--- src/hw/pol_map.vh ---
/*
 * Register offsets, field positions, reset values and timing figures
 * for the programmable output logic array.
 * Assumes an 8-bit configuration port and a 25 MHz system clock.
 */
`ifndef POL_MAP_VH
`define POL_MAP_VH

// register offsets on the configuration port
`define POL_OFS_DEP_PRI_WDOG   8'h0E
`define POL_OFS_DEP_SEC_GPI    8'h0F
`define POL_OFS_DEP_GPI_OUTS   8'h10
`define POL_OFS_DEP_OUT8_STAGE 8'h11
`define POL_OFS_ACTIVE_STATE   8'h3A
`define POL_OFS_GPI_POLARITY   8'h3B
`define POL_OFS_MR_MAP         8'h40
`define POL_OFS_HOLD_FORCE     8'h41
`define POL_OFS_FORCE_LEVEL    8'h42
`define POL_OFS_REF_SELECT     8'h44

// reset values: no dependencies, outputs active-low, hold in margin
`define POL_RST_BYTE           8'h00
`define POL_RST_ASSERTED       8'hFF

// field positions
`define POL_BIT_OUT8_SEL       0
`define POL_BIT_REF_EXT        0
`define POL_GPI_POL_MSB        3

// dependency term layout: 25 condition bits per product
`define POL_TERM_W             25
`define POL_NUM_OUT            8
`define POL_NUM_TERM           10
`define POL_TERM_OUT3_P2       8
`define POL_TERM_OUT6_P2       9
`define POL_OUT3_IDX           2
`define POL_OUT6_IDX           5

// timing
`define POL_CLK_HZ             25000000
`define POL_TMO_MIN_NS         25000
`define POL_TMO_MAX_MS         1600
`define POL_TMO_W              26

`endif

--- src/hw/pol_logic.v ---
/*
 * Programmable output logic array of a supply sequencer: sum-of-products
 * dependency evaluation, per-output timeouts, manual reset, margin
 * hold/force override and reference select.
 * Assumes comparator and watchdog flags arrive as synchronous levels;
 * manual reset and margin pins are asynchronous and are synchronised here.
 */
// Functional notes
// - margin: hold bit 0 keeps, 1 forces
// - level bit picks forced low or high
// - reference bit0: internal 0, external 1
// - deassert only after timeout and conditions
// - no selected condition: stays asserted forever
// - active-high asserted high, active-low asserted low
// - positive monitor fault outside thresholds reads 0
// - negative monitor fault on magnitude window
// - per-output timeout from 25us to 1600ms
// - outputs three and six have two products
// - product true only when all selected healthy
// - two products ORed to deassert
// - first dep register: primaries and watchdogs
// - second dep register: secondaries and general_input_one-2
// - third register gpi3-4, outputs; next out8
// - manual reset map bit asserts output
// - cleared dependency bit ignores that signal
// - active polarity from active-state register
// - margin wins over manual reset
// - timeout runs again after manual reset release
// - gpi polarity bit: 0 low, 1 high active
`timescale 1ns/1ps
`include "pol_map.vh"
module pol_logic #(
    parameter NOUT        = `POL_NUM_OUT,
    parameter TW          = `POL_TMO_W,
    parameter TMO_MIN_CYC = ((`POL_TMO_MIN_NS * (`POL_CLK_HZ / 1000000))
                             + 999) / 1000,
    parameter TMO_MAX_CYC = `POL_TMO_MAX_MS * (`POL_CLK_HZ / 1000)
) (
    input  wire                          clk,
    input  wire                          rst,
    input  wire [7:0]                    cfg_addr,
    input  wire [7:0]                    cfg_wdata,
    input  wire                          cfg_we,
    output wire [7:0]                    cfg_rdata,
    input  wire                          manual_reset_n,
    input  wire                          margin_n,
    input  wire [5:0]                    mon_short_pri,
    input  wire [5:0]                    mon_short_sec,
    input  wire [5:0]                    mon_beyond_sec,
    input  wire [5:0]                    sec_mode_uv,
    input  wire [1:0]                    wdog_expired,
    input  wire [3:0]                    general_input,
    input  wire [(`POL_NUM_TERM-1)*`POL_TERM_W-1:0] ext_term_mask,
    input  wire [NOUT*TW-1:0]            tmo_cycles,
    output wire [NOUT-1:0]               prog_output,
    output wire [NOUT-1:0]               output_asserted,
    output wire                          ext_reference_sel,
    output wire                          margin_active
);
    localparam [TW-1:0] MIN_P = TMO_MIN_CYC[TW-1:0];
    localparam [TW-1:0] MAX_P = TMO_MAX_CYC[TW-1:0];
    localparam          TMW   = `POL_TERM_W;

    // configuration registers
    reg [7:0]      dep_pri_wdog_reg;
    reg [7:0]      dep_sec_gpi_reg;
    reg [7:0]      dep_gpi_outs_reg;
    reg [7:0]      dep_out8_stage_reg;
    reg [7:0]      active_state_reg;
    reg [3:0]      gpi_polarity_reg;
    reg [7:0]      mr_map_reg;
    reg [7:0]      hold_force_reg;
    reg [7:0]      force_level_reg;
    reg            ref_select_reg;
    reg [7:0]      rdata_reg;
    reg [7:0]      rdata_next;

    // output state
    reg [NOUT-1:0] asserted_reg;
    reg [NOUT-1:0] asserted_next;
    reg [NOUT-1:0] held_reg;
    reg [NOUT-1:0] out_reg;
    reg [NOUT-1:0] out_next;
    reg            margin_q_reg;

    wire [1:0]      sync_levels;
    wire            mr_low;
    wire            margin_act;
    wire            margin_entry;
    wire [5:0]      pri_ok;
    wire [5:0]      sec_ok;
    wire [3:0]      gpi_act;
    wire [NOUT*TMW-1:0]           cond_all;
    wire [`POL_NUM_TERM*TMW-1:0]  mask_all;
    wire [`POL_NUM_TERM-1:0]      term_true;
    wire [`POL_NUM_TERM-1:0]      term_used;
    wire [NOUT-1:0] release_ok;
    wire [NOUT-1:0] any_dep;
    wire [NOUT-1:0] mr_force;
    wire [NOUT-1:0] tmo_done;
    wire [NOUT-1:0] pin_logic;

    // picks the seven other outputs in ascending order, skipping self
    function [6:0] pol_others;
        input [7:0] v;
        input integer k;
        integer i;
        integer j;
        begin
            j = 0;
            pol_others = 7'h00;
            for (i = 0; i < 8; i = i + 1) begin
                if (i != k) begin
                    pol_others[j] = v[i];
                    j = j + 1;
                end
            end
        end
    endfunction

    // pin synchronisers
    // pins idle high, so reset to the idle level to avoid a false event
    pol_sync #(
        .W    (2),
        .IDLE (2'b11)
    ) u_sync (
        .clk      (clk),
        .rst      (rst),
        .async_in ({margin_n, manual_reset_n}),
        .sync_out (sync_levels)
    );

    assign mr_low       = ~sync_levels[0];
    assign margin_act   = ~sync_levels[1];
    assign margin_entry = margin_act & ~margin_q_reg;

    // register writes
    always @(posedge clk) begin
        if (rst) begin
            dep_pri_wdog_reg   <= `POL_RST_BYTE;
            dep_sec_gpi_reg    <= `POL_RST_BYTE;
            dep_gpi_outs_reg   <= `POL_RST_BYTE;
            dep_out8_stage_reg <= `POL_RST_BYTE;
            active_state_reg   <= `POL_RST_BYTE;
            gpi_polarity_reg   <= 4'h0;
            mr_map_reg         <= `POL_RST_BYTE;
            hold_force_reg     <= `POL_RST_BYTE;
            force_level_reg    <= `POL_RST_BYTE;
            ref_select_reg     <= 1'b0;
        end else if (cfg_we) begin
            if (cfg_addr == `POL_OFS_DEP_PRI_WDOG) begin
                dep_pri_wdog_reg <= cfg_wdata;
            end else if (cfg_addr == `POL_OFS_DEP_SEC_GPI) begin
                dep_sec_gpi_reg <= cfg_wdata;
            end else if (cfg_addr == `POL_OFS_DEP_GPI_OUTS) begin
                dep_gpi_outs_reg <= cfg_wdata;
            end else if (cfg_addr == `POL_OFS_DEP_OUT8_STAGE) begin
                dep_out8_stage_reg <= cfg_wdata;
            end else if (cfg_addr == `POL_OFS_ACTIVE_STATE) begin
                active_state_reg <= cfg_wdata;
            end else if (cfg_addr == `POL_OFS_GPI_POLARITY) begin
                gpi_polarity_reg <= cfg_wdata[`POL_GPI_POL_MSB:0];
            end else if (cfg_addr == `POL_OFS_MR_MAP) begin
                mr_map_reg <= cfg_wdata;
            end else if (cfg_addr == `POL_OFS_HOLD_FORCE) begin
                hold_force_reg <= cfg_wdata;
            end else if (cfg_addr == `POL_OFS_FORCE_LEVEL) begin
                force_level_reg <= cfg_wdata;
            end else if (cfg_addr == `POL_OFS_REF_SELECT) begin
                ref_select_reg <= cfg_wdata[`POL_BIT_REF_EXT];
            end
        end
    end

    // register read mux, unmapped addresses read zero
    always @* begin
        rdata_next = 8'h00;
        if (cfg_addr == `POL_OFS_DEP_PRI_WDOG) begin
            rdata_next = dep_pri_wdog_reg;
        end else if (cfg_addr == `POL_OFS_DEP_SEC_GPI) begin
            rdata_next = dep_sec_gpi_reg;
        end else if (cfg_addr == `POL_OFS_DEP_GPI_OUTS) begin
            rdata_next = dep_gpi_outs_reg;
        end else if (cfg_addr == `POL_OFS_DEP_OUT8_STAGE) begin
            rdata_next = dep_out8_stage_reg;
        end else if (cfg_addr == `POL_OFS_ACTIVE_STATE) begin
            rdata_next = active_state_reg;
        end else if (cfg_addr == `POL_OFS_GPI_POLARITY) begin
            rdata_next = {4'h0, gpi_polarity_reg};
        end else if (cfg_addr == `POL_OFS_MR_MAP) begin
            rdata_next = mr_map_reg;
        end else if (cfg_addr == `POL_OFS_HOLD_FORCE) begin
            rdata_next = hold_force_reg;
        end else if (cfg_addr == `POL_OFS_FORCE_LEVEL) begin
            rdata_next = force_level_reg;
        end else if (cfg_addr == `POL_OFS_REF_SELECT) begin
            rdata_next = {7'h00, ref_select_reg};
        end
    end

    always @(posedge clk) begin
        if (rst) begin
            rdata_reg <= 8'h00;
        end else begin
            rdata_reg <= rdata_next;
        end
    end

    // bipolar monitor uses the same magnitude flags
    // flags are magnitudes, so one form serves both signs
    assign pri_ok = ~mon_short_pri;
    assign sec_ok = (sec_mode_uv & ~mon_short_sec) |
                    (~sec_mode_uv & ~mon_beyond_sec);

    assign gpi_act = general_input ~^ gpi_polarity_reg;

    assign mask_all[TMW-1:0] = {dep_out8_stage_reg[`POL_BIT_OUT8_SEL],
                                dep_gpi_outs_reg, dep_sec_gpi_reg,
                                dep_pri_wdog_reg};
    assign mask_all[`POL_NUM_TERM*TMW-1:TMW] = ext_term_mask;

    genvar g;
    generate
        for (g = 0; g < NOUT; g = g + 1) begin : g_out
            wire [TW-1:0] per_raw;
            wire [TW-1:0] per_clamp;
            wire          p1_true;
            wire          p1_used;
            wire          p2_true;
            wire          p2_used;

            assign cond_all[g*TMW +: TMW] = {
                ~pol_others(asserted_reg, g),
                ~gpi_act[3:2],
                ~gpi_act[1:0], sec_ok,
                ~wdog_expired, pri_ok};

            assign term_true[g] = &(cond_all[g*TMW +: TMW] |
                                    ~mask_all[g*TMW +: TMW]);
            assign term_used[g] = |mask_all[g*TMW +: TMW];
            assign p1_true      = term_true[g] & term_used[g];
            assign p1_used      = term_used[g];

            // second product only on outputs three and six
            if (g == `POL_OUT3_IDX || g == `POL_OUT6_IDX) begin : g_p2
                localparam T2 = (g == `POL_OUT3_IDX) ?
                                `POL_TERM_OUT3_P2 : `POL_TERM_OUT6_P2;
                assign term_true[T2] = &(cond_all[g*TMW +: TMW] |
                                         ~mask_all[T2*TMW +: TMW]);
                assign term_used[T2] = |mask_all[T2*TMW +: TMW];
                assign p2_true       = term_true[T2] & term_used[T2];
                assign p2_used       = term_used[T2];
            end else begin : g_p1
                assign p2_true = 1'b0;
                assign p2_used = 1'b0;
            end

            assign release_ok[g] = p1_true | p2_true;
            assign any_dep[g]    = p1_used | p2_used;
            assign mr_force[g]   = mr_map_reg[g] & mr_low;

            assign per_raw   = tmo_cycles[g*TW +: TW];
            assign per_clamp = (per_raw < MIN_P) ? MIN_P :
                               (per_raw > MAX_P) ? MAX_P : per_raw;

            // timer restarts after manual reset release
            pol_timer #(
                .W (TW)
            ) u_tmr (
                .clk    (clk),
                .rst    (rst),
                .clear  (~release_ok[g] | ~any_dep[g] | mr_force[g]),
                .hold   (margin_act),
                .period (per_clamp),
                .done   (tmo_done[g])
            );

            assign pin_logic[g] = active_state_reg[g] ? asserted_reg[g]
                                                      : ~asserted_reg[g];
        end

        // unused term slots of absent second products
        for (g = NOUT; g < `POL_NUM_TERM; g = g + 1) begin : g_tie
            if (g != `POL_TERM_OUT3_P2 && g != `POL_TERM_OUT6_P2) begin : g_z
                assign term_true[g] = 1'b0;
                assign term_used[g] = 1'b0;
            end
        end
    endgenerate

    // release only when timed out and satisfied
    // margin freezes state ahead of manual reset
    always @* begin
        asserted_next = asserted_reg;
        if (!margin_act) begin
            asserted_next = mr_force | ~any_dep | ~release_ok |
                            (asserted_reg & ~tmo_done);
        end
    end

    always @* begin
        out_next = pin_logic;
        if (margin_act) begin
            out_next = (hold_force_reg & force_level_reg) |
                       (~hold_force_reg &
                        (margin_q_reg ? held_reg : pin_logic));
        end
    end

    always @(posedge clk) begin
        if (rst) begin
            asserted_reg <= `POL_RST_ASSERTED;
            held_reg     <= 8'h00;
            out_reg      <= 8'h00;
            margin_q_reg <= 1'b0;
        end else begin
            asserted_reg <= asserted_next;
            out_reg      <= out_next;
            margin_q_reg <= margin_act;
            if (margin_entry) begin
                held_reg <= pin_logic;
            end
        end
    end

    assign cfg_rdata         = rdata_reg;
    assign prog_output       = out_reg;
    assign output_asserted   = asserted_reg;
    assign ext_reference_sel = ref_select_reg;
    assign margin_active     = margin_q_reg;
endmodule

--- src/hw/pol_sync.v ---
/*
 * Two-flop synchroniser for asynchronous level inputs.
 * Assumes the inputs are slow levels; reset value is the idle level.
 */
`timescale 1ns/1ps
module pol_sync #(
    parameter          W        = 2,
    parameter [W-1:0]  IDLE     = {W{1'b1}}
) (
    input  wire         clk,
    input  wire         rst,
    input  wire [W-1:0] async_in,
    output wire [W-1:0] sync_out
);
    reg [W-1:0] meta_reg;
    reg [W-1:0] sync_reg;

    // first stage feeds only the second stage
    always @(posedge clk) begin
        if (rst) begin
            meta_reg <= IDLE;
            sync_reg <= IDLE;
        end else begin
            meta_reg <= async_in;
            sync_reg <= meta_reg;
        end
    end

    assign sync_out = sync_reg;
endmodule

--- src/hw/pol_timer.v ---
/*
 * Per-output timeout counter: counts while the release condition
 * holds and flags done once the programmed period has elapsed.
 * Assumes the period is already clamped to the legal range by the caller.
 */
`timescale 1ns/1ps
module pol_timer #(
    parameter W = 26
) (
    input  wire         clk,
    input  wire         rst,
    input  wire         clear,
    input  wire         hold,
    input  wire [W-1:0] period,
    output wire         done
);
    reg [W-1:0] count_reg;

    // saturate at the period so the count never wraps
    always @(posedge clk) begin
        if (rst || clear) begin
            count_reg <= {W{1'b0}};
        end else if (!hold && !done) begin
            count_reg <= count_reg + {{(W-1){1'b0}}, 1'b1};
        end
    end

    assign done = (count_reg >= period);
endmodule

--- config.mk ---
export PLATFORM = sky130hd
export DESIGN_NAME = pol_logic
export DESIGN_NICKNAME = d
export VERILOG_FILES = /design/src/hw/pol_logic.v /design/src/hw/pol_sync.v /design/src/hw/pol_timer.v
export VERILOG_INCLUDE_DIRS = /design/src /design/src/hw
export SDC_FILE = /design/constraint.sdc
export NUM_CORES = 1
export LEC_CHECK = 0
export ABC_AREA = 1
export BUFFER_PORTS_ARGS = -buffer_cell sky130_fd_sc_hd__buf_2
export CAP_MARGIN = 30
export CORE_ASPECT_RATIO = 1.1
export CORE_MARGIN = 2
export CORE_UTILIZATION = 55
export CTS_CLUSTER_DIAMETER = 60
export DETAILED_ROUTE_END_ITERATION = 10
export HOLD_SLACK_MARGIN = 0.1
export PLACE_DENSITY = 0.8
export SYNTH_ARGS = -nofsm -noshare
export SYNTH_HDL_FRONTEND = slang
export SYNTH_SLANG_ARGS = --single-unit
--- constraint.sdc ---
create_clock -name clk -period 5.2 [get_ports clk]
set_clock_uncertainty 0.2 [all_clocks]
set_input_delay 0.78 -clock clk [delete_from_list [all_inputs] [get_ports clk]]
set_output_delay 0.78 -clock clk [all_outputs]
set_load 0.01 [all_outputs]
==> impl_metrics.ini <==
[status]
run_status = completed

[placement]
finalWeightedCongestion = 1.08
detailedPlace.worstSlack_ps = 376
detailed_place_hpwl_um = 74300
io_buffers = 509

[clock_network]
buffers_from_clock_root_to_sink_at_most = 3
insertion_delay_ps = 570
clkSlewWorstSetupHoldPaths_ps = 60
post_cts_resize_count = 0
numCtsBuffers = 38
cts_sinks = 314
ctsRootBufferMaster = clkbuf_16
h-tree-depth = 2
post_cts_hold_buffer_count = 0
clock_tree_from_tritoncts = done
post-cts-setup-buffer-count = 0

[pwr]
cellLeakagePower_nw = 13.3
netSwitchingFraction_pct = 27.6
internal_power_w = 0.00440
cellPowerDensity_nw_per_um2 = 206
vdd.ir_drop.worst_uv = 209
totalPowerFinal_w = 0.00607
seqPwrFrac_pct = 39.9
clock_power_share_pct = 45.9
switching_power_w = 0.00167
p_comb_share_pct = 14.2

[sta]
final_hold_viol_count = 0
timing.final.crit_share_pct = 85.5
timing.final.max_slew_violations = 0
period_needed_ps = 4450
fmax_mhz = 225
rsz0062_at_grt = false
max-slew-margin-rel_pct = 15.8
final.setup.worst_slack_ps = 754
worstMarginPinSlew_ps = 1250
setup_viol_count_final = 0
tns_ps = 0

[synth]
mappedNetlistNets = 4669
synth_cell_type_count = 69
ys_warn_count = 0
netlist_area_um2 = 25100
synth-edff-count = 0
ys_dominant_reg_cell = dfxtp_1
postSynthRegisterBits = 314
synth-async-reset-ratio_pct = 0
synth_area_per_cell_um2 = 6.31
netlist_instances = 3969
synth.yosys.seq_area_share_pct = 25.1

[global_routing]
pin_count_of_the_biggest_net_entering_global_routing = 42
first_global_vias = 27300
global_route.overflow_total = 0
grt_first_pass_wirelength_um = 145000
grt.total_usage_pct = 37.9
grt_antenna_before_repair = 18

[drt]
detail_route.first_pass.iterations = 8
wire_per_inst_um = 18.1
post_drt_via_cell_ratio = 5.76
via_count = 29400
totalWireLength_um = 92500
drt_first_iter_violations = 2630
detail_route.drc_violations = 0
route.antenna.remaining_nets = 0

[die]
core_area_um2 = 45200
start_util_pct = 55.4
die_width_um = 208
height_of_the_chip_um = 228
die_area_um2 = 47300
io-pin-count = 510
floorplan.rows = 82

[layout]
layout_nets = 5173
final_layout_size_suffix_gt1_share_pct = 15.6
post-route-util_pct = 65.2
area_growth_pct = 17.7
largest_register_ffs = 208

[worst_setup_path]
reg2reg_depth = 8
critical_path.endpoint_type = flop
critical_path.startpoint_type = input pin
cp_max_fo = 12
critical_setup_path_class = in2reg
worstPathRequired_ps = 5450
cp_data_arrival_time_ps = 4690

[job]
max_cap_violations = 0

[hold_path]
worstHoldPathType = reg2reg
worst_hold_depth = 1
[layout by cell type, fill, tap and decap left out, drive strengths merged, types with 3 or more instances in the layout]
master   netlist  final
dfxtp        314    314
nor4         108    108
inv          592    595
a41oi          3      3
a22o          14     14
nor3b         10     10
o21bai        11     11
nor3         166    166
a21o           6      6
a211oi        18     18
o21a          13     13
clkbuf        26     47
o2111ai       12     12
ha           216    216
xor2           3      3
a21oi        344    344
a221oi        14     14
nand2        856    856
or3            4      4
nand3        214    214
nand4        139    139
nor2         489    489
o211ai        12     12
a31oi         23     23
o31ai          4      4
clkinv         2     14
buf           42    532
or2           12     12
o211a          3      3
o2bb2ai        4      4
o21ai        234    234
nand3b         6      6
and3           6      6
o22ai         22     22
xnor2         10     10
a31o           3      3
bufinv         0      4
diode          0     13
[through the flow]
step / hold WS [ps] / std cells / area (um2)
floorplan: 189 / 3969 / 25100
global placement: 195 / 5021 / 28200
detailed placement: 194 / 5021 / 28200
CTS: 211 / 5088 / 29500
global route: 226 / 5098 / 29500
finish: 211 / 5101 / 29500
[power groups by stage]
stage	logic (W)	registers, W	clock network (W)
after floorplan	0.000412	0.00247	0
after global placement	0.000830	0.00247	0
after detailed placement	0.000838	0.00247	0
after CTS	0.000843	0.00242	0.00280
after global routing	0.000947	0.00242	0.00290
final	0.000861	0.00242	0.00279
[path summary, 6_finish.rpt]
| path | start | to | slack, ps |
|---|---|---|---|
| max | tmo_cycles[176] | g_out[6].u_tmr.count_reg[22]$_SDFFE_PP0P_ | 750 |
| min | u_sync.meta_reg[0]$_SDFF_PP1_ | u_sync.sync_out[0]$_SDFF_PP1_ | 210 |
| max reg2reg | output_asserted[0]$_SDFFE_PP1P_ | g_out[1].u_tmr.count_reg[19]$_SDFFE_PP0P_ | 1840 |
| min reg2reg | u_sync.meta_reg[0]$_SDFF_PP1_ | u_sync.sync_out[0]$_SDFF_PP1_ | 210 |
[synthesized netlist by cell type (all sizes together) (11+ instances only)]
| cell type | number | area [um2] |
|---|---|---|
| ha | 216 | 2700 |
| o22ai | 22 | 138 |
| nor4 | 108 | 688 |
| or2 | 12 | 80.1 |
| a211oi | 18 | 145 |
| a31oi | 23 | 144 |
| o211ai | 12 | 90.1 |
| inv | 592 | 2220 |
| a221oi | 14 | 123 |
| nor3 | 166 | 912 |
| dfxtp | 314 | 6290 |
| clkbuf | 26 | 97.6 |
| a21oi | 344 | 1760 |
| o21ai | 234 | 1190 |
| o2111ai | 12 | 105 |
| nand4 | 139 | 931 |
| nor2 | 489 | 1910 |
| nand3 | 214 | 1100 |
| a22o | 14 | 124 |
| o21a | 13 | 97.6 |
| o21bai | 11 | 82.6 |
| nand2 | 856 | 3240 |
| buf | 42 | 267 |
[critical path, stage by stage]
cell,delay (ps)
buf_2,110
nor3_1,340
nand4_1,190
o41ai_1,380
nand2_1,190
inv_1,240
nor2_1,70
ha_1,310
nand2_1,80
inv_1,40
o21ai_1,100
nand2_1,60
nand2_1,50
nand2_1,50
a21oi_1,170
nand4_1,480
nor2_1,480
nand3_1,120
nor2_1,240
nand3_1,110
nand2_1,70
nor2_1,40
[metal layers]
layer  vias to the layer above  global-route usage (%)  share of wire [%]
li1                      14500                       -                  -
met1                     13200                    46.5                 40
met2                      1312                    61.8                 45
met3                       312                    8.43                9.6
met4                        14                    20.4                5.7
met5                         -                       0               0.10
[cell type report]
class                           count  area [um2]
Multi-Input combinational cell   2993       16200
Fill cell                        4371       15800
Sequential cell                   314        6290
Timing Repair Buffer              532        2720
Inverter                          594        2230
Clock buffer                       47        1070
Tap cell                          588         736
Clock inverter                     20         244
Antenna cell                       13        32.5
[kinds of logic (layout without fill, tap and decap cells)]
group | after synthesis | after routing | synth area share, %
other cells | 0 | 13 | 0
xor+xnor | 13 | 13 | 0.454
fa+ha+maj | 216 | 216 | 10.8
flops | 314 | 314 | 25.1
buf+inv | 662 | 1193 | 10.4
compound gates | 751 | 751 | 17.1
simple gates | 2013 | 2013 | 36.2
Note: power is estimated with default switching activity, not from simulation.
